--- config.mk ---
export PLATFORM = sky130hd
export DESIGN_NAME = ptm_top
export DESIGN_NICKNAME = d
export VERILOG_FILES = /design/src/ptm_pkg.sv /design/src/ptm_top.sv
export VERILOG_INCLUDE_DIRS = /design/src
export SDC_FILE = /design/constraint.sdc
export NUM_CORES = 1
export LEC_CHECK = 0
export BUFFER_PORTS_ARGS = -buffer_cell sky130_fd_sc_hd__buf_2
export CORE_MARGIN = 2
export CORE_UTILIZATION = 55
export DETAILED_ROUTE_END_ITERATION = 10
export PLACE_DENSITY = 0.81
export SLEW_MARGIN = 0
export SYNTH_ARGS = -nofsm -noshare
export SYNTH_HDL_FRONTEND = slang
export SYNTH_SLANG_ARGS = --single-unit
--- constraint.sdc ---
create_clock -name clk_i -period 3.1 [get_ports clk_i]
set_input_delay 0.465 -clock clk_i [delete_from_list [all_inputs] [get_ports clk_i]]
set_output_delay 0.465 -clock clk_i [all_outputs]
set_load 0.005 [all_outputs]
--- src/ptm_defines.svh ---
// register offsets, field positions, reset values and bus codes of the periodic timer
// assumes a 32-bit AXI4-Lite bus with one 8-bit register per aligned word
`ifndef PTM_DEFINES_SVH
`define PTM_DEFINES_SVH

`define PTM_ADDR_W 6
`define PTM_OFF_CTRL0 6'h00
`define PTM_OFF_CTRL1 6'h04
`define PTM_OFF_CNT_LO 6'h08
`define PTM_OFF_CNT_HI 6'h0c
`define PTM_OFF_DUTY_LO 6'h10
`define PTM_OFF_DUTY_HI 6'h14
`define PTM_OFF_PER_LO 6'h18
`define PTM_OFF_PER_HI 6'h1c
`define PTM_OFF_FLAGS 6'h20

`define PTM_C0_PAUSE 7
`define PTM_C0_ENABLE 3
`define PTM_C1_MODE_HI 7
`define PTM_C1_MODE_LO 6
`define PTM_C1_ACT_HI 5
`define PTM_C1_ACT_LO 4
`define PTM_C1_INIT 3
`define PTM_C1_INV 2
`define PTM_C1_CLRSEL 0
`define PTM_FLAG_CMP 0
`define PTM_FLAG_PER 1

`define PTM_RST_BYTE 8'h00
`define PTM_RST_VAL10 10'h000
`define PTM_ACT_HOLD 2'h0
`define PTM_ACT_LOW 2'h1
`define PTM_ACT_HIGH 2'h2
`define PTM_ACT_TOGGLE 2'h3
`define PTM_RESP_OKAY 2'h0
`define PTM_RESP_SLVERR 2'h2

`endif

--- src/ptm_pkg.sv ---
// types of the periodic timer: bus carriers and operating modes
// assumes ptm_defines.svh for widths
`include "ptm_defines.svh"

package ptm_pkg;

   // listed in the order of the two-bit mode field
   typedef enum logic [1:0] {
      MODE_COMPARE,
      MODE_CAPTURE,
      MODE_PWM,
      MODE_TIMER
   } ptm_mode_t;

   typedef struct packed {
      logic awvalid;
      logic [`PTM_ADDR_W-1:0] awaddr;
      logic wvalid;
      logic [31:0] wdata;
      logic [3:0] wstrb;
      logic bready;
      logic arvalid;
      logic [`PTM_ADDR_W-1:0] araddr;
      logic rready;
   } ptm_axi_req_t;

   typedef struct packed {
      logic awready;
      logic wready;
      logic bvalid;
      logic [1:0] bresp;
      logic arready;
      logic rvalid;
      logic [31:0] rdata;
      logic [1:0] rresp;
   } ptm_axi_rsp_t;

endpackage

--- src/ptm_top.sv ---
// periodic timer with 10-bit counter, duty and period comparators and one output pin
// assumes an AXI4-Lite master on clk_i; the counter advances once per clk_i rising edge
//
// How it works
// - counter readable as low byte and two-bit high byte, read only.
// - duty value in low byte plus two high bits, cleared at reset.
// - period value in low byte plus two high bits, cleared at reset.
// - upper six bits of every high-byte register read zero.
// - two-bit mode field picks compare, pwm or timer; capture value counts like pwm, pin undriven.
// - compare mode, clear-select low: period match or overflow clears; both flags.
// - clear-select high: duty match clears, only compare flag raised.
// - compare mode pin changes only on duty match or enable rise, not period match.
// - duty match drives pin high, low, toggles, or leaves it by action field.
// - enable rising edge loads pin with selected initial level.
// - timer mode counts and flags like compare mode but leaves pin undriven.
// - pwm ignores clear-select; period match clears, duty sets duty cycle.
// - pwm raises compare flag on duty match, period flag on period match.
// - pwm: initial-level bit picks active level, action enables or forces, invert.
// - period 1..1023 gives that many counts, zero gives 1024 counts.
// - duty at or above a nonzero period keeps pwm permanently active.
// - pwm counting and matching continue while action forces a level.
// - enable rising clears the counter; enable low freezes it.
// - pause holds the counter; releasing pause resumes from held value.
// - invert bit inverts the level presented on the output pin.
`timescale 1ns/1ps
`include "ptm_defines.svh"

module ptm_top (
   input wire logic clk_i,
   input wire logic rst_n_i,
   input wire ptm_pkg::ptm_axi_req_t axi_req_i,
   output ptm_pkg::ptm_axi_rsp_t axi_rsp_o,
   output logic timer_out_o,
   output logic timer_out_en_o,
   output logic compare_req_o,
   output logic period_req_o
);
   import ptm_pkg::*;

   function automatic logic [7:0] high_bits(input logic [9:0] v);
      high_bits = {6'h00, v[9:8]};
   endfunction

   ////////////////////////////////////////////////////////////////////////////////////////////
   // register state

   logic counter_enable_q;
   logic counter_pause_q;
   logic [1:0] mode_q;
   logic [1:0] action_q;
   logic init_level_q;
   logic invert_q;
   logic clear_select_q;
   logic [9:0] duty_q;
   logic [9:0] period_q;
   logic [9:0] cnt_q;
   logic cmp_flag_q;
   logic per_flag_q;
   logic enable_prev_q;
   logic pin_q;
   ptm_mode_t mode;

   assign mode = ptm_mode_t'(mode_q);

   ////////////////////////////////////////////////////////////////////////////////////////////
   // axi4-lite slave

   logic aw_full_q;
   logic w_full_q;
   logic [`PTM_ADDR_W-1:0] awaddr_q;
   logic [31:0] wdata_q;
   logic [3:0] wstrb_q;
   logic bvalid_q;
   logic [1:0] bresp_q;
   logic rvalid_q;
   logic [31:0] rdata_q;
   logic [1:0] rresp_q;
   logic do_write;
   logic ar_take;
   logic byte_we;
   logic wr_ctrl0;
   logic wr_ctrl1;
   logic wr_duty_lo;
   logic wr_duty_hi;
   logic wr_per_lo;
   logic wr_per_hi;
   logic wr_flags;
   logic [7:0] rd_byte;
   logic rd_ok;
   logic wr_ok;

   assign do_write = aw_full_q && w_full_q && !bvalid_q;
   assign ar_take = axi_req_i.arvalid && !rvalid_q;
   // 8-bit registers live in lane 0; a write without lane 0 stores nothing
   assign byte_we = do_write && wstrb_q[0];
   assign wr_ctrl0 = byte_we && awaddr_q == `PTM_OFF_CTRL0;
   assign wr_ctrl1 = byte_we && awaddr_q == `PTM_OFF_CTRL1;
   assign wr_duty_lo = byte_we && awaddr_q == `PTM_OFF_DUTY_LO;
   assign wr_duty_hi = byte_we && awaddr_q == `PTM_OFF_DUTY_HI;
   assign wr_per_lo = byte_we && awaddr_q == `PTM_OFF_PER_LO;
   assign wr_per_hi = byte_we && awaddr_q == `PTM_OFF_PER_HI;
   assign wr_flags = byte_we && awaddr_q == `PTM_OFF_FLAGS;

   always_comb begin
      wr_ok = 1'b1;
      case (awaddr_q)
         `PTM_OFF_CTRL0, `PTM_OFF_CTRL1, `PTM_OFF_CNT_LO, `PTM_OFF_CNT_HI,
         `PTM_OFF_DUTY_LO, `PTM_OFF_DUTY_HI, `PTM_OFF_PER_LO, `PTM_OFF_PER_HI,
         `PTM_OFF_FLAGS: wr_ok = 1'b1;
         default: wr_ok = 1'b0;
      endcase
   end

   always_comb begin
      rd_byte = `PTM_RST_BYTE;
      rd_ok = 1'b1;
      case (axi_req_i.araddr)
         `PTM_OFF_CTRL0: rd_byte = {counter_pause_q, 3'h0, counter_enable_q, 3'h0};
         `PTM_OFF_CTRL1: rd_byte = {mode_q, action_q, init_level_q, invert_q, 1'b0,
                                    clear_select_q};
         `PTM_OFF_CNT_LO: rd_byte = cnt_q[7:0];
         `PTM_OFF_CNT_HI: rd_byte = high_bits(cnt_q);
         `PTM_OFF_DUTY_LO: rd_byte = duty_q[7:0];
         `PTM_OFF_DUTY_HI: rd_byte = high_bits(duty_q);
         `PTM_OFF_PER_LO: rd_byte = period_q[7:0];
         `PTM_OFF_PER_HI: rd_byte = high_bits(period_q);
         `PTM_OFF_FLAGS: rd_byte = {6'h00, per_flag_q, cmp_flag_q};
         default: rd_ok = 1'b0;
      endcase
   end

   always_ff @(posedge clk_i or negedge rst_n_i) begin
      if (!rst_n_i) begin
         aw_full_q <= 1'b0;
         awaddr_q <= '0;
      end else if (do_write) begin
         aw_full_q <= 1'b0;
      end else if (axi_req_i.awvalid && !aw_full_q) begin
         aw_full_q <= 1'b1;
         awaddr_q <= {axi_req_i.awaddr[`PTM_ADDR_W-1:2], 2'b00};
      end
   end

   always_ff @(posedge clk_i or negedge rst_n_i) begin
      if (!rst_n_i) begin
         w_full_q <= 1'b0;
         wdata_q <= '0;
         wstrb_q <= '0;
      end else if (do_write) begin
         w_full_q <= 1'b0;
      end else if (axi_req_i.wvalid && !w_full_q) begin
         w_full_q <= 1'b1;
         wdata_q <= axi_req_i.wdata;
         wstrb_q <= axi_req_i.wstrb;
      end
   end

   always_ff @(posedge clk_i or negedge rst_n_i) begin
      if (!rst_n_i) begin
         bvalid_q <= 1'b0;
         bresp_q <= `PTM_RESP_OKAY;
      end else if (do_write) begin
         bvalid_q <= 1'b1;
         bresp_q <= wr_ok ? `PTM_RESP_OKAY : `PTM_RESP_SLVERR;
      end else if (axi_req_i.bready) begin
         bvalid_q <= 1'b0;
      end
   end

   always_ff @(posedge clk_i or negedge rst_n_i) begin
      if (!rst_n_i) begin
         rvalid_q <= 1'b0;
         rdata_q <= '0;
         rresp_q <= `PTM_RESP_OKAY;
      end else if (ar_take) begin
         rvalid_q <= 1'b1;
         rdata_q <= {24'h000000, rd_byte};
         rresp_q <= rd_ok ? `PTM_RESP_OKAY : `PTM_RESP_SLVERR;
      end else if (axi_req_i.rready) begin
         rvalid_q <= 1'b0;
      end
   end

   always_comb begin
      axi_rsp_o.awready = !aw_full_q;
      axi_rsp_o.wready = !w_full_q;
      axi_rsp_o.bvalid = bvalid_q;
      axi_rsp_o.bresp = bresp_q;
      axi_rsp_o.arready = !rvalid_q;
      axi_rsp_o.rvalid = rvalid_q;
      axi_rsp_o.rdata = rdata_q;
      axi_rsp_o.rresp = rresp_q;
   end

   ////////////////////////////////////////////////////////////////////////////////////////////
   // control and value registers

   always_ff @(posedge clk_i or negedge rst_n_i) begin
      if (!rst_n_i) begin
         counter_enable_q <= 1'b0;
         counter_pause_q <= 1'b0;
      end else if (wr_ctrl0) begin
         counter_enable_q <= wdata_q[`PTM_C0_ENABLE];
         counter_pause_q <= wdata_q[`PTM_C0_PAUSE];
      end
   end

   always_ff @(posedge clk_i or negedge rst_n_i) begin
      if (!rst_n_i) begin
         mode_q <= 2'h0;
         action_q <= `PTM_ACT_HOLD;
         init_level_q <= 1'b0;
         invert_q <= 1'b0;
         clear_select_q <= 1'b0;
      end else if (wr_ctrl1) begin
         mode_q <= wdata_q[`PTM_C1_MODE_HI:`PTM_C1_MODE_LO];
         action_q <= wdata_q[`PTM_C1_ACT_HI:`PTM_C1_ACT_LO];
         init_level_q <= wdata_q[`PTM_C1_INIT];
         invert_q <= wdata_q[`PTM_C1_INV];
         clear_select_q <= wdata_q[`PTM_C1_CLRSEL];
      end
   end

   always_ff @(posedge clk_i or negedge rst_n_i) begin
      if (!rst_n_i) begin
         duty_q <= `PTM_RST_VAL10;
      end else if (wr_duty_lo) begin
         duty_q[7:0] <= wdata_q[7:0];
      end else if (wr_duty_hi) begin
         duty_q[9:8] <= wdata_q[1:0];
      end
   end

   always_ff @(posedge clk_i or negedge rst_n_i) begin
      if (!rst_n_i) begin
         period_q <= `PTM_RST_VAL10;
      end else if (wr_per_lo) begin
         period_q[7:0] <= wdata_q[7:0];
      end else if (wr_per_hi) begin
         period_q[9:8] <= wdata_q[1:0];
      end
   end

   ////////////////////////////////////////////////////////////////////////////////////////////
   // counter and comparators

   logic enable_rise;
   logic run;
   logic [10:0] cnt_inc;
   logic match_a;
   logic match_p;
   logic clear_cnt;
   logic raise_cmp;
   logic raise_per;

   assign enable_rise = counter_enable_q && !enable_prev_q;
   assign run = counter_enable_q && !counter_pause_q && !enable_rise;
   assign cnt_inc = {1'b0, cnt_q} + 11'h001;
   // period zero matches on the wrap to zero, giving 1024 counts
   assign match_a = run && cnt_inc[9:0] == duty_q;
   assign match_p = run && cnt_inc[9:0] == period_q;
   // pwm ignores clear-select; capture mode is not built and counts like pwm
   assign clear_cnt = (mode == MODE_COMPARE || mode == MODE_TIMER) && clear_select_q ?
                      match_a : match_p;
   assign raise_cmp = match_a;
   assign raise_per = match_p && !((mode == MODE_COMPARE || mode == MODE_TIMER) &&
                      clear_select_q);

   always_ff @(posedge clk_i or negedge rst_n_i) begin
      if (!rst_n_i) begin
         enable_prev_q <= 1'b0;
      end else begin
         enable_prev_q <= counter_enable_q;
      end
   end

   always_ff @(posedge clk_i or negedge rst_n_i) begin
      if (!rst_n_i) begin
         cnt_q <= `PTM_RST_VAL10;
      end else if (enable_rise) begin
         cnt_q <= `PTM_RST_VAL10;
      end else if (run) begin
         cnt_q <= clear_cnt ? `PTM_RST_VAL10 : cnt_inc[9:0];
      end
   end

   // a new match wins over a software clear in the same cycle
   always_ff @(posedge clk_i or negedge rst_n_i) begin
      if (!rst_n_i) begin
         cmp_flag_q <= 1'b0;
         per_flag_q <= 1'b0;
      end else begin
         cmp_flag_q <= raise_cmp || (cmp_flag_q && !(wr_flags && wdata_q[`PTM_FLAG_CMP]));
         per_flag_q <= raise_per || (per_flag_q && !(wr_flags && wdata_q[`PTM_FLAG_PER]));
      end
   end

   assign compare_req_o = cmp_flag_q;
   assign period_req_o = per_flag_q;

   ////////////////////////////////////////////////////////////////////////////////////////////
   // output pin

   logic pwm_active;
   logic pwm_level;
   logic pin_level;

   // duty at or above a nonzero period always exceeds cnt, so the pin stays active
   assign pwm_active = cnt_q < duty_q;

   always_comb begin
      case (action_q)
         `PTM_ACT_HOLD: pwm_level = !init_level_q;
         `PTM_ACT_LOW: pwm_level = init_level_q;
         `PTM_ACT_HIGH: pwm_level = pwm_active ? init_level_q : !init_level_q;
         default: pwm_level = !init_level_q; // single pulse is not built
      endcase
   end

   // compare-mode pin state: loaded on enable rise, otherwise only duty matches move it
   always_ff @(posedge clk_i or negedge rst_n_i) begin
      if (!rst_n_i) begin
         pin_q <= 1'b0;
      end else if (enable_rise) begin
         pin_q <= init_level_q;
      end else if (match_a && mode == MODE_COMPARE) begin
         case (action_q)
            `PTM_ACT_LOW: pin_q <= 1'b0;
            `PTM_ACT_HIGH: pin_q <= 1'b1;
            `PTM_ACT_TOGGLE: pin_q <= !pin_q;
            default: pin_q <= pin_q;
         endcase
      end
   end

   assign pin_level = (mode == MODE_PWM ? pwm_level : pin_q) ^ invert_q;

   always_ff @(posedge clk_i or negedge rst_n_i) begin
      if (!rst_n_i) begin
         timer_out_o <= 1'b0;
         timer_out_en_o <= 1'b0;
      end else begin
         timer_out_o <= pin_level;
         timer_out_en_o <= mode == MODE_COMPARE || mode == MODE_PWM;
      end
   end

   ////////////////////////////////////////////////////////////////////////////////////////////
   // checks

   chk_enable_clears: assert property (@(posedge clk_i) disable iff (!rst_n_i)
      enable_rise |=> cnt_q == 10'h000)
      else $error("counter not zero after enable rise");

   chk_pause_holds: assert property (@(posedge clk_i) disable iff (!rst_n_i)
      (counter_pause_q && !enable_rise) |=> $stable(cnt_q))
      else $error("counter moved while paused");

   chk_pwm_period_wrap: assert property (@(posedge clk_i) disable iff (!rst_n_i)
      (mode == MODE_PWM && match_p) |=> cnt_q == 10'h000 && per_flag_q)
      else $error("pwm period match did not clear counter");

   chk_flag_sticky: assert property (@(posedge clk_i) disable iff (!rst_n_i)
      (cmp_flag_q && !wr_flags) |=> cmp_flag_q)
      else $error("compare flag dropped without clear");

   chk_no_period_flag: assert property (@(posedge clk_i) disable iff (!rst_n_i)
      (mode == MODE_COMPARE && clear_select_q && !per_flag_q && !wr_ctrl1) |=> !per_flag_q)
      else $error("period flag raised with duty clear selected");

   chk_initial_level: assert property (@(posedge clk_i) disable iff (!rst_n_i)
      enable_rise |=> pin_q == $past(init_level_q))
      else $error("pin not loaded with initial level");

   chk_pin_steady: assert property (@(posedge clk_i) disable iff (!rst_n_i)
      (!match_a && !enable_rise) |=> $stable(pin_q))
      else $error("pin moved without duty match");

   chk_toggle_flip: assert property (@(posedge clk_i) disable iff (!rst_n_i)
      (mode == MODE_COMPARE && match_a && action_q == `PTM_ACT_TOGGLE) |=>
      pin_q != $past(pin_q))
      else $error("toggle action did not flip pin");

   // follows the decode through to the registered pin, not just the comparator
   chk_full_duty: assert property (@(posedge clk_i) disable iff (!rst_n_i)
      (mode == MODE_PWM && action_q == `PTM_ACT_HIGH && period_q != 10'h000 &&
      duty_q >= period_q && cnt_q < period_q) |=>
      timer_out_o == ($past(init_level_q) ^ $past(invert_q)))
      else $error("full duty not held active");

   chk_timer_undriven: assert property (@(posedge clk_i) disable iff (!rst_n_i)
      (mode == MODE_TIMER) [*2] |-> !timer_out_en_o)
      else $error("timer mode drives the pin");

   cov_pwm_period: cover property (@(posedge clk_i) disable iff (!rst_n_i)
      mode == MODE_PWM && match_p);
   cov_compare_toggle: cover property (@(posedge clk_i) disable iff (!rst_n_i)
      mode == MODE_COMPARE && match_a && action_q == `PTM_ACT_TOGGLE);
   cov_pause: cover property (@(posedge clk_i) disable iff (!rst_n_i)
      counter_enable_q && counter_pause_q ##1 !counter_pause_q);
   cov_flag_clear: cover property (@(posedge clk_i) disable iff (!rst_n_i)
      cmp_flag_q && wr_flags ##1 !cmp_flag_q);

endmodule
Word-level counts from Yosys, hierarchy flattened:

Index checks and enable logic that the tools add are counted.

* flip-flop bits (word level): 74
* input port bits: 55
* output and inout bits: 45

* $add $sub $neg: 1
* $lt $le $gt $ge: 1
* eq/ne operators: 23
* multiplexer cells: 23
* bitwise operators: 4
* reductions and logical operators: 58

Operators by type and width (count)
* 8-bit case mux with 9 select lines: 1
* 10-bit 2-to-1 mux: 3
* 1-bit logical AND: 25
* 6-bit by 5-bit == test with 1-bit output (second input constant): 4
* 10-bit == test: 2
* 9-bit OR reduction: 2
* 4-bit by 3-bit == test with 1-bit output (second input constant): 4
* 1-bit 2-to-1 mux: 15
* 6-bit by 4-bit == test with 1-bit output (second input constant): 2
* 1-bit logical NOT: 12
* 6-bit logical NOT: 2
* 2-bit nonzero test: 6
* 10-bit by 1-bit adder with 10-bit output (second input constant): 1
* 10-bit less-than comparator: 1
* 2-bit AND reduction: 5
* 2-bit == test (second input constant): 4
* 4-bit by 2-bit == test with 1-bit output (second input constant): 2
* 6-bit by 3-bit == test with 1-bit output (second input constant): 1
* 6-bit == test (second input constant): 1
* 4-bit by 1-bit == test with 1-bit output (second input constant): 1
* 4-bit == test (second input constant): 1
* 1-bit logical OR: 4
* 2-bit 2-to-1 mux: 2
* 4-bit nonzero test: 1
* other kinds (6): 8

Depth between registers and ports, before layout:

Gate-level depths: netlist (run 1).

* depth after elaboration: 9
* gate-level depth with buffers: 11
* depth with buffers taken out: 9

Least setup slack after synthesis (run 1):

No wires, ideal clock.

* kind: register to register
* from: register cnt_q[1]
* to: register cnt_q[1]
* setup time: 122 ps
* arrival time: 2673 ps
* data required time: 2978 ps
* setup slack: 305 ps
* cell stages (with the launch flop): 10
* buffers on the path: 2
* cells stage by stage: dfrtp_1 -> ha_1 -> xor2_1 -> or3_1 -> a2111oi_2 -> nand4_1 -> or4_1 -> buf_2 -> buf_6 -> a32o_1

* cells in the longest elaborated chain, start to end: 7
* elaborated cells on any way between the ends: 9
* classes of those cells: add/sub: 1; eq/ne: 2; mux: 4; reduce/logical: 2

RTL lines
* start: declaration: RTL line ptm_top.sv:56 `logic [9:0] cnt_q;`
* start signal: assignment: RTL line ptm_top.sv:279 `` cnt_q <= `PTM_RST_VAL10; ``
* start signal: assignment: RTL line ptm_top.sv:281 `` cnt_q <= `PTM_RST_VAL10; ``
* start signal: assignment: RTL line ptm_top.sv:283 `` cnt_q <= clear_cnt ? `PTM_RST_VAL10 : cnt_inc[9:0]; ``
* 10-bit by 1-bit adder with 10-bit output (*): RTL line ptm_top.sv:258 `assign cnt_inc = {1'b0, cnt_q} + 11'h001;`
* 10-bit == test, on equally long branches: RTL line ptm_top.sv:261, ptm_top.sv:260
* 1-bit logical AND, on equally long branches: RTL line ptm_top.sv:261, ptm_top.sv:260
* 1-bit 2-to-1 mux: RTL line ptm_top.sv:263 `assign clear_cnt = (mode == MODE_COMPARE || mode == MODE_TIMER) && clear_select_q ?`
* 10-bit 2-to-1 mux (*): RTL line ptm_top.sv:283
* 10-bit 2-to-1 mux (*): RTL line ptm_top.sv:282 `end else if (run) begin`
* 10-bit 2-to-1 mux (*): RTL line ptm_top.sv:280 `end else if (enable_rise) begin`

Every way passes the cells marked *; elsewhere a longest branch is shown, timed or not. The select of a mux whose other input is x is not followed.
A chain may end at the register's enable or synchronous reset.

Final worst setup path (run 1):

* from: register cnt_q[0]
* to: register cnt_q[4]

Same word-level chain as after synthesis.

==> report_table.html, run 1 <==
<table>
<tr><th>Metric</th><th>Value</th></tr>
<tr><th colspan="2">Status</th></tr>
<tr><td>Status</td><td>completed</td></tr>
<tr><th colspan="2">Global routing</th></tr>
<tr><td>Pin count of the biggest net entering global routing</td><td>33</td></tr>
<tr><td>Residual overflow from global routing</td><td>0</td></tr>
<tr><td>Combined global-route utilization of all metal layers</td><td>25.7%</td></tr>
<tr><td>Number of global-route vias before repair</td><td>3496</td></tr>
<tr><td>Antenna violations before repair</td><td>0</td></tr>
<tr><td>Wire length of the first global-routing pass</td><td>17300 µm</td></tr>
<tr><th colspan="2">Detailed routing</th></tr>
<tr><td>Iteration count of the initial detailed-routing pass</td><td>5</td></tr>
<tr><td>Avg WL per Cell</td><td>17.4 µm</td></tr>
<tr><td>Number of violations reported at the end of detailed-routing iteration 0</td><td>324</td></tr>
<tr><td>Number of vias per cell</td><td>6.00</td></tr>
<tr><td>Post-route DRC</td><td>0</td></tr>
<tr><td>Via total after detailed routing</td><td>3621</td></tr>
<tr><td>Number of nets still failing antenna checks after routing</td><td>0</td></tr>
<tr><td>Routed wire length</td><td>10500 µm</td></tr>
<tr><th colspan="2">Layout</th></tr>
<tr><td>Diodes inserted</td><td>0</td></tr>
<tr><td>Fraction of final layout cells with drive strength greater than 1</td><td>22.7%</td></tr>
<tr><td>Area grow syn2layout</td><td>9.90%</td></tr>
<tr><td>Final nets</td><td>568</td></tr>
<tr><th colspan="2">Clock network</th></tr>
<tr><td>Htree depth</td><td>3</td></tr>
<tr><td>Buffers inserted by post-CTS timing repair</td><td>0</td></tr>
<tr><td>Clock tree root buffer cell</td><td>sky130_fd_sc_hd__clkbuf_8</td></tr>
<tr><td>Register clock-pin slew on the reported worst setup and hold paths</td><td>0.09 ns</td></tr>
<tr><td>CTS tree</td><td>built</td></tr>
<tr><td>Total number of clock tree sinks</td><td>72</td></tr>
<tr><td>Clk_lat worst skew</td><td>0.36 ns</td></tr>
<tr><td>Clock buffers created by TritonCTS</td><td>9</td></tr>
<tr><td>Largest buffer count on any clock path</td><td>2</td></tr>
<tr><th colspan="2">Logic synthesis</th></tr>
<tr><td>Cell count after synthesis</td><td>453</td></tr>
<tr><td>Cell type contributing the most total cell area after synthesis</td><td>sky130_fd_sc_hd__dfrtp_1</td></tr>
<tr><td>Most area-consuming cells after synthesis</td><td>sky130_fd_sc_hd__dfrtp_1 40%, sky130_fd_sc_hd__mux2_2 8.8%, sky130_fd_sc_hd__buf_4 4.7%</td></tr>
<tr><td>Cell Area, Synth</td><td>4460 µm²</td></tr>
<tr><td>Synthesis warning total</td><td>0</td></tr>
<tr><td>Count of distinct cell types in the synthesized netlist</td><td>54</td></tr>
<tr><td>Share of flip-flops with an asynchronous set or reset after synthesis</td><td>100%</td></tr>
<tr><td>Area share of the largest cell type after synthesis</td><td>40.4%</td></tr>
<tr><td>Average cell area after synthesis</td><td>9.85 µm²</td></tr>
<tr><td>Post-synth EDFFs</td><td>0</td></tr>
<tr><td>Post-synth top flop</td><td>sky130_fd_sc_hd__dfrtp_1</td></tr>
<tr><td>Sequential cell area fraction in the yosys report</td><td>40.4%</td></tr>
<tr><td>Commonest cells post-synth</td><td>72 x sky130_fd_sc_hd__dfrtp_1, 35 x sky130_fd_sc_hd__mux2_2, 34 x sky130_fd_sc_hd__nand2_1, 28 x sky130_fd_sc_hd__buf_4, 27 x sky130_fd_sc_hd__inv_1</td></tr>
<tr><td>Top-count cell post-synth</td><td>sky130_fd_sc_hd__dfrtp_1</td></tr>
<tr><td>Seq cells post-synth</td><td>72</td></tr>
<tr><th colspan="2">Setup path</th></tr>
<tr><td>WS Path Type</td><td>register to register</td></tr>
<tr><td>Cell breakdown of the critical path</td><td>ha_1, xor2_1, or3_1, a2111oi_2, nand4_1, or4_1, buf_4, a31oi_1, mux2i_1</td></tr>
<tr><td>Slowest cell delay on critical path</td><td>0.47 ns</td></tr>
<tr><td>Required time of the worst setup path</td><td>3.33 ns</td></tr>
<tr><td>Worst Setup Start Kind</td><td>register</td></tr>
<tr><td>Worst Path Max Fanout</td><td>16</td></tr>
<tr><td>Type of destination of the critical path</td><td>register</td></tr>
<tr><td>Critical-path top delay cell</td><td>sky130_fd_sc_hd__dfrtp_2</td></tr>
<tr><td>Worst EP arrival</td><td>3.20 ns</td></tr>
<tr><th colspan="2">STA</th></tr>
<tr><td>Final critical path time including I/O delays and setup</td><td>2.97 ns</td></tr>
<tr><td>Setup repair after global routing missed its margin</td><td>no</td></tr>
<tr><td>Fmax</td><td>336 MHz</td></tr>
<tr><td>Transition time at the pin with the least slew margin</td><td>0.802 ns</td></tr>
<tr><td>Clock Skew</td><td>0.00908 ns</td></tr>
<tr><td>Rel. slew slack</td><td>46.5%</td></tr>
<tr><td>Count of final hold-check violations</td><td>0</td></tr>
<tr><td>Accumulated negative setup slack</td><td>0 ns</td></tr>
<tr><td>Final period utilization</td><td>95.9%</td></tr>
<tr><td>Total count of max-transition violations in the final report</td><td>0</td></tr>
<tr><td>Final-report setup violation count</td><td>0</td></tr>
<tr><th colspan="2">Hold path</th></tr>
<tr><td>Class of the tightest hold or removal check</td><td>input port to async pin</td></tr>
<tr><th colspan="2">Die</th></tr>
<tr><td>Floorplan die area</td><td>8850 µm²</td></tr>
<tr><td>Die width</td><td>94.1 µm</td></tr>
<tr><td>Number of standard-cell rows in the floorplan</td><td>32</td></tr>
<tr><td>Placeable Area</td><td>7810 µm²</td></tr>
<tr><td>Initial cell density of the core</td><td>57.1%</td></tr>
<tr><td>Die outline height</td><td>94.1 µm</td></tr>
<tr><td>Number of top-level pins</td><td>100</td></tr>
<tr><th colspan="2">Power</th></tr>
<tr><td>Total leakage power</td><td>2.24 nW</td></tr>
<tr><td>Power density over cell area</td><td>693 nW/µm²</td></tr>
<tr><td>Worst vdd rail ir drop</td><td>407 µV</td></tr>
<tr><td>Total power of the final layout</td><td>3.40 mW</td></tr>
<tr><th colspan="2">Run</th></tr>
<tr><td>Max-capacitance violation count</td><td>0</td></tr>
<tr><th colspan="2">Place</th></tr>
<tr><td>Weighted congestion at the end of routability-driven global placement</td><td>0.954</td></tr>
<tr><td>Count of buffers from port buffering</td><td>44</td></tr>
<tr><td>Final HPWL from detailed placement</td><td>8020 µm</td></tr>
</table>
[routing by layer]
| metal | vias up | routed length [µm] | global-route usage, % |
|---|---|---|---|
| li1 | 1648 | - | - |
| met1 | 1738 | 4370 | 33.5 |
| met2 | 200 | 4960 | 41.6 |
| met3 | 35 | 812 | 4.09 |
| met4 | 0 | 355 | 12.4 |
| met5 | - | 0 | 0 |
[area by class of cell]
cell class / instances / area, µm²
Tap cell: 102 / 128
Timing Repair Buffer: 57 / 318
Clock buffer: 9 / 124
Clock inverter: 7 / 86.3
Fill cell: 642 / 2900
Inverter: 27 / 101
Sequential cell: 72 / 1800
Multi-Input combinational cell: 330 / 2340
[worst paths after layout]
path	from	end	slack, ns	cells after the start
max in group asynchronous	rst_n_i	rdata_q[0]	2.29	2
min in group clk_i	axi_req_i[0]	rvalid_q	0.27	2
max reg2reg	cnt_q[0]	cnt_q[4]	0.13	9
min	rst_n_i	aw_full_q	0.04	1
max	cnt_q[0]	cnt_q[4]	0.13	9
min reg2reg	rdata_q[0]	rdata_q[0]	0.50	2
[per-stage QoR]
stage | cell area (µm²) | setup WS, ns | utilization, % | hold slack [ns] | std cells
after floorplan | 4560 | 0.305 | - | 0.169 | 478
after global routing | 4900 | 0.0326 | 62.8 | 0.0531 | 604
final | 4900 | 0.127 | 62.8 | 0.0399 | 604
after CTS | 4900 | 0.119 | 62.8 | 0.0406 | 604
after detailed placement | 4690 | 0.142 | 60.1 | 0.432 | 588
after global placement | 4690 | 0.197 | 60.1 | 0.425 | 588
[state kept, by name, indices dropped and copies added (netlist names), 2 cells and up]
signal	cells
awaddr_q	4
period_q	10
duty_q	10
rdata_q	8
action_q	2
wdata_q	8
cnt_q	10
mode	2
[where the power goes]
group	internal, mW	switching, mW	leakage [nW]	total, mW
registers	1.22	0.338	0.935	1.55
logic	0.537	0.507	1.20	1.04
clock network	0.390	0.410	0.104	0.800
[placed cells by master (no fill, tap or decap), types with 2 or more instances in the layout]
cell	Yosys	final
sky130_fd_sc_hd__or4_1	2	2
sky130_fd_sc_hd__a31oi_1	8	8
sky130_fd_sc_hd__and2_1	3	3
sky130_fd_sc_hd__nand2_1	34	34
sky130_fd_sc_hd__nand3b_1	5	5
sky130_fd_sc_hd__xnor2_1	12	12
sky130_fd_sc_hd__mux2_2	35	35
sky130_fd_sc_hd__or3_1	6	6
sky130_fd_sc_hd__a32o_1	3	3
sky130_fd_sc_hd__nand2b_1	5	5
sky130_fd_sc_hd__buf_2	10	44
sky130_fd_sc_hd__nor3_1	6	6
sky130_fd_sc_hd__nor4_1	2	2
sky130_fd_sc_hd__o21ai_0	24	24
sky130_fd_sc_hd__and4_1	3	3
sky130_fd_sc_hd__xor2_1	8	8
sky130_fd_sc_hd__xnor3_1	2	2
sky130_fd_sc_hd__nand4b_1	2	2
sky130_fd_sc_hd__o22ai_1	7	7
sky130_fd_sc_hd__mux2i_1	16	16
sky130_fd_sc_hd__nand3_1	13	13
sky130_fd_sc_hd__inv_8	0	2
sky130_fd_sc_hd__a22oi_1	7	7
sky130_fd_sc_hd__inv_6	0	2
sky130_fd_sc_hd__and3_1	4	4
sky130_fd_sc_hd__a21oi_1	11	11
sky130_fd_sc_hd__nand4_1	8	8
sky130_fd_sc_hd__a22o_1	10	10
sky130_fd_sc_hd__ha_1	16	16
sky130_fd_sc_hd__conb_1	1	26
sky130_fd_sc_hd__nor2b_1	13	13
sky130_fd_sc_hd__nor3b_1	4	4
sky130_fd_sc_hd__inv_1	27	27
sky130_fd_sc_hd__nor2_1	18	18
sky130_fd_sc_hd__clkbuf_8	0	9
sky130_fd_sc_hd__buf_4	28	13
sky130_fd_sc_hd__dfrtp_1	72	71
[critical path, delay by kind of cell (launching register included)]
kind | cells | cell delay [ns]
xor+xnor | 1 | 0.16
flops | 1 | 0.47
compound gates | 2 | 0.62
buf+inv | 1 | 0.21
mux | 1 | 0.10
fa+ha+maj | 1 | 0.34
simple gates | 3 | 0.92
[what timing repair did]
| action | in CTS | in global routing |
|---|---|---|
| hold buffers | 0 | 0 |
| gates resized for setup | 0 | 1 |
| endpoints found under the setup margin | 0 | 1 |
| hold endpoints to repair | 0 | 0 |
[cell families (layout without fill, tap and decap cells)]
group                      count (synthesis)  in the layout  synth area share (%)
AOI/OAI and AO/OA                         84             84                  12.8
buffers and inverters                     76            100                  9.20
other                                      1             26                0.0840
and+or+nand+nor                          131            131                  15.7
muxes                                     51             51                  12.4
DFF                                       72             72                  40.4
adders and majority gates                 16             16                  4.49
xor gates and xnor gates                  22             22                  4.94
Note: power is estimated with default switching activity, not from simulation.
==> run 2, diff against run 1 <==
- PLACE_DENSITY: 0.81 -> default
- PLACE_DENSITY_LB_ADDON: default -> 0.3
==> run 2 against run 1 <==
Against the previous run: register-to-register slack improved by 0.15 ns; critical path depth unchanged; non-clock buffer count increased by 1; worst hold slack gained 0.0023 ns; largest cell class unchanged.
==> report_table.html, run 2 (synthesized netlist as in run 1, its figures left out) <==
<table>
<tr><th>Metric</th><th>Value</th></tr>
<tr><th colspan="2">Setup path</th></tr>
<tr><td>Reg2Reg Depth</td><td>9</td></tr>
<tr><td>Critical path destination</td><td>cnt_q[8]</td></tr>
<tr><td>End of the worst register-to-register path</td><td>cnt_q[8]</td></tr>
<tr><td>Cell breakdown of the critical path</td><td>ha_2, and4_1, a21oi_1, a2111oi_4, nand4_1, or4_1, buf_4, a31oi_1, mux2i_1</td></tr>
<tr><td>WS Path Type</td><td>register to register</td></tr>
<tr><td>Type of destination of the critical path</td><td>register</td></tr>
<tr><td>Worst EP arrival</td><td>3.06 ns</td></tr>
<tr><td>Required time of the worst setup path</td><td>3.33 ns</td></tr>
<tr><td>Worst Path Max Fanout</td><td>16</td></tr>
<tr><td>Worst setup path startpoint</td><td>cnt_q[0]</td></tr>
<tr><td>Flop-to-flop setup slack</td><td>0.28 ns</td></tr>
<tr><td>Worst R2R Start</td><td>cnt_q[0]</td></tr>
<tr><td>Worst Setup Start Kind</td><td>register</td></tr>
<tr><td>Slowest cell delay on critical path</td><td>0.47 ns</td></tr>
<tr><td>Critical-path top delay cell</td><td>sky130_fd_sc_hd__or4_1</td></tr>
<tr><th colspan="2">STA</th></tr>
<tr><td>Total count of max-transition violations in the final report</td><td>0</td></tr>
<tr><td>Final-report setup violation count</td><td>0</td></tr>
<tr><td>Final critical path time including I/O delays and setup</td><td>2.82 ns</td></tr>
<tr><td>Setup repair after global routing missed its margin</td><td>no</td></tr>
<tr><td>Rel. slew slack</td><td>50.6%</td></tr>
<tr><td>Accumulated negative setup slack</td><td>0 ns</td></tr>
<tr><td>Transition time at the pin with the least slew margin</td><td>0.738 ns</td></tr>
<tr><td>Setup WS post-layout</td><td>0.276 ns</td></tr>
<tr><td>Count of final hold-check violations</td><td>0</td></tr>
<tr><td>Clock Skew</td><td>0.0100 ns</td></tr>
<tr><td>Fmax</td><td>354 MHz</td></tr>
<tr><td>Final period utilization</td><td>91.1%</td></tr>
<tr><th colspan="2">Detailed routing</th></tr>
<tr><td>Routed wire length</td><td>10500 µm</td></tr>
<tr><td>Iteration count of the initial detailed-routing pass</td><td>4</td></tr>
<tr><td>Post-route DRC</td><td>0</td></tr>
<tr><td>Number of violations reported at the end of detailed-routing iteration 0</td><td>260</td></tr>
<tr><td>Number of nets still failing antenna checks after routing</td><td>0</td></tr>
<tr><td>Number of vias per cell</td><td>5.79</td></tr>
<tr><td>Via total after detailed routing</td><td>3504</td></tr>
<tr><td>Avg WL per Cell</td><td>17.3 µm</td></tr>
<tr><th colspan="2">Global routing</th></tr>
<tr><td>Antenna violations before repair</td><td>0</td></tr>
<tr><td>Residual overflow from global routing</td><td>0</td></tr>
<tr><td>Pin count of the biggest net entering global routing</td><td>32</td></tr>
<tr><td>Combined global-route utilization of all metal layers</td><td>25.6%</td></tr>
<tr><td>Number of global-route vias before repair</td><td>3445</td></tr>
<tr><td>Wire length of the first global-routing pass</td><td>17200 µm</td></tr>
<tr><th colspan="2">Die</th></tr>
<tr><td>Placeable Area</td><td>7810 µm²</td></tr>
<tr><td>Die width</td><td>94.1 µm</td></tr>
<tr><td>Initial cell density of the core</td><td>57.1%</td></tr>
<tr><td>Number of top-level pins</td><td>100</td></tr>
<tr><td>Floorplan die area</td><td>8850 µm²</td></tr>
<tr><td>Number of standard-cell rows in the floorplan</td><td>32</td></tr>
<tr><td>Die outline height</td><td>94.1 µm</td></tr>
<tr><th colspan="2">Run</th></tr>
<tr><td>Max-capacitance violation count</td><td>0</td></tr>
<tr><th colspan="2">Place</th></tr>
<tr><td>Place WS</td><td>0.133 ns</td></tr>
<tr><td>Weighted congestion at the end of routability-driven global placement</td><td>0.897</td></tr>
<tr><td>Count of buffers from port buffering</td><td>44</td></tr>
<tr><td>Final HPWL from detailed placement</td><td>7950 µm</td></tr>
<tr><th colspan="2">Power</th></tr>
<tr><td>Worst vdd rail ir drop</td><td>430 µV</td></tr>
<tr><td>Power density over cell area</td><td>678 nW/µm²</td></tr>
<tr><td>Total leakage power</td><td>2.24 nW</td></tr>
<tr><th colspan="2">Clock network</th></tr>
<tr><td>Clock tree root buffer cell</td><td>sky130_fd_sc_hd__clkbuf_8</td></tr>
<tr><td>Register clock-pin slew on the reported worst setup and hold paths</td><td>0.08 ns</td></tr>
<tr><td>Htree depth</td><td>3</td></tr>
<tr><td>Largest buffer count on any clock path</td><td>2</td></tr>
<tr><td>Clock buffers created by TritonCTS</td><td>9</td></tr>
<tr><td>Quantity of hold-fixing buffers added after cts</td><td>0</td></tr>
<tr><td>CTS tree</td><td>built</td></tr>
<tr><td>Clk_lat worst skew</td><td>0.36 ns</td></tr>
<tr><td>Total number of clock tree sinks</td><td>72</td></tr>
<tr><th colspan="2">Hold path</th></tr>
<tr><td>Class of the tightest hold or removal check</td><td>input port to async pin</td></tr>
<tr><th colspan="2">Layout</th></tr>
<tr><td>Final nets</td><td>569</td></tr>
<tr><td>Fraction of final layout cells with drive strength greater than 1</td><td>22.9%</td></tr>
<tr><td>Diodes inserted</td><td>0</td></tr>
<tr><td>Commonest non-fill, non-tap cell in the layout</td><td>sky130_fd_sc_hd__dfrtp_1</td></tr>
<tr><td>Most frequent cells in the layout</td><td>72 x sky130_fd_sc_hd__dfrtp_1, 44 x sky130_fd_sc_hd__buf_2, 35 x sky130_fd_sc_hd__mux2_2</td></tr>
<tr><td>Regs by FF count</td><td>cnt_q x10, duty_q x10, period_q x10</td></tr>
<tr><td>Area grow syn2layout</td><td>10.2%</td></tr>
<tr><td>Fillers</td><td>642</td></tr>
<tr><th colspan="2">Status</th></tr>
<tr><td>Status</td><td>completed</td></tr>
</table>
## run 2: cell count changes in the layout (fill, tap and decap cells not counted), moves of 2 or more
cell,delta
sky130_fd_sc_hd__clkbuf_1,+2
sky130_fd_sc_hd__clkinv_2,+2
sky130_fd_sc_hd__inv_6,-2
sky130_fd_sc_hd__inv_8,-2
## run 2: area by class of cell
type	instances	area (µm²)	area share, %
multi-input cells	330	2370	48.2
flip-flops and latches	72	1800	36.7
clock buffers	11	131	2.67
well taps	102	128	2.60
clock inverters	5	57.6	1.17
inverters	27	101	2.06
repair buffers	58	325	6.62
## run 2: how the worst min path moves through the flow
stage | cells after the start | endpoint | slack, ns | startpoint
floorplan | 0 | action_q[0] | 0.17 | rst_n_i
global placement | 1 | cnt_q[2] | 0.43 | rst_n_i
detailed placement | 1 | cnt_q[2] | 0.43 | rst_n_i
CTS | 1 | cnt_q[0] | 0.05 | rst_n_i
global route | 1 | cnt_q[0] | 0.07 | rst_n_i
finish | 1 | cnt_q[0] | 0.04 | rst_n_i
## run 2: per-stage QoR
stage                     hold WS, ns  utilization [%]  area (µm²)  instances  power [mW]
after floorplan                 0.169                -        4560        478        2.25
after detailed placement        0.432             60.2        4700        589        2.59
after CTS                      0.0490             62.6        4890        605        3.33
after global placement          0.431             60.2        4700        589        2.53
after global routing           0.0707             63.0        4920        605        3.56
final                          0.0423             63.0        4920        605        3.33
## run 2: worst max-delay path: cells and delay by family, from the launching register on
| family | cells | cell delay (ns) |
|---|---|---|
| AO/OA/AOI/OAI | 3 | 0.74 |
| flip-flops | 1 | 0.42 |
| multiplexers | 1 | 0.11 |
| AND/OR/NAND/NOR | 3 | 0.92 |
| adder cells (fa/ha/maj) | 1 | 0.31 |
| buffers and inverters | 1 | 0.20 |
## run 2: metal layers
| metal | vias up | global-route usage [%] | routed length (µm) |
|---|---|---|---|
| met2 | 116 | 41.9 | 5180 |
| met5 | - | 0 | 0 |
| met4 | 0 | 8.09 | 167 |
| met1 | 1721 | 34.0 | 4600 |
| met3 | 15 | 5.38 | 539 |
| li1 | 1652 | - | - |
## run 2: what timing repair did
action / 4_1_cts / 5_1_grt
setup endpoints to repair: 0 / 6
resized for setup: 0 / 4
setup buffers: 0 / 0
## run 2: report_power, final
| group | total (mW) | internal [mW] | switching, mW |
|---|---|---|---|
| registers | 1.53 | 1.22 | 0.318 |
| clock network | 0.733 | 0.372 | 0.361 |
| logic | 1.06 | 0.543 | 0.520 |
| total | 3.33 | 2.13 | 1.20 |
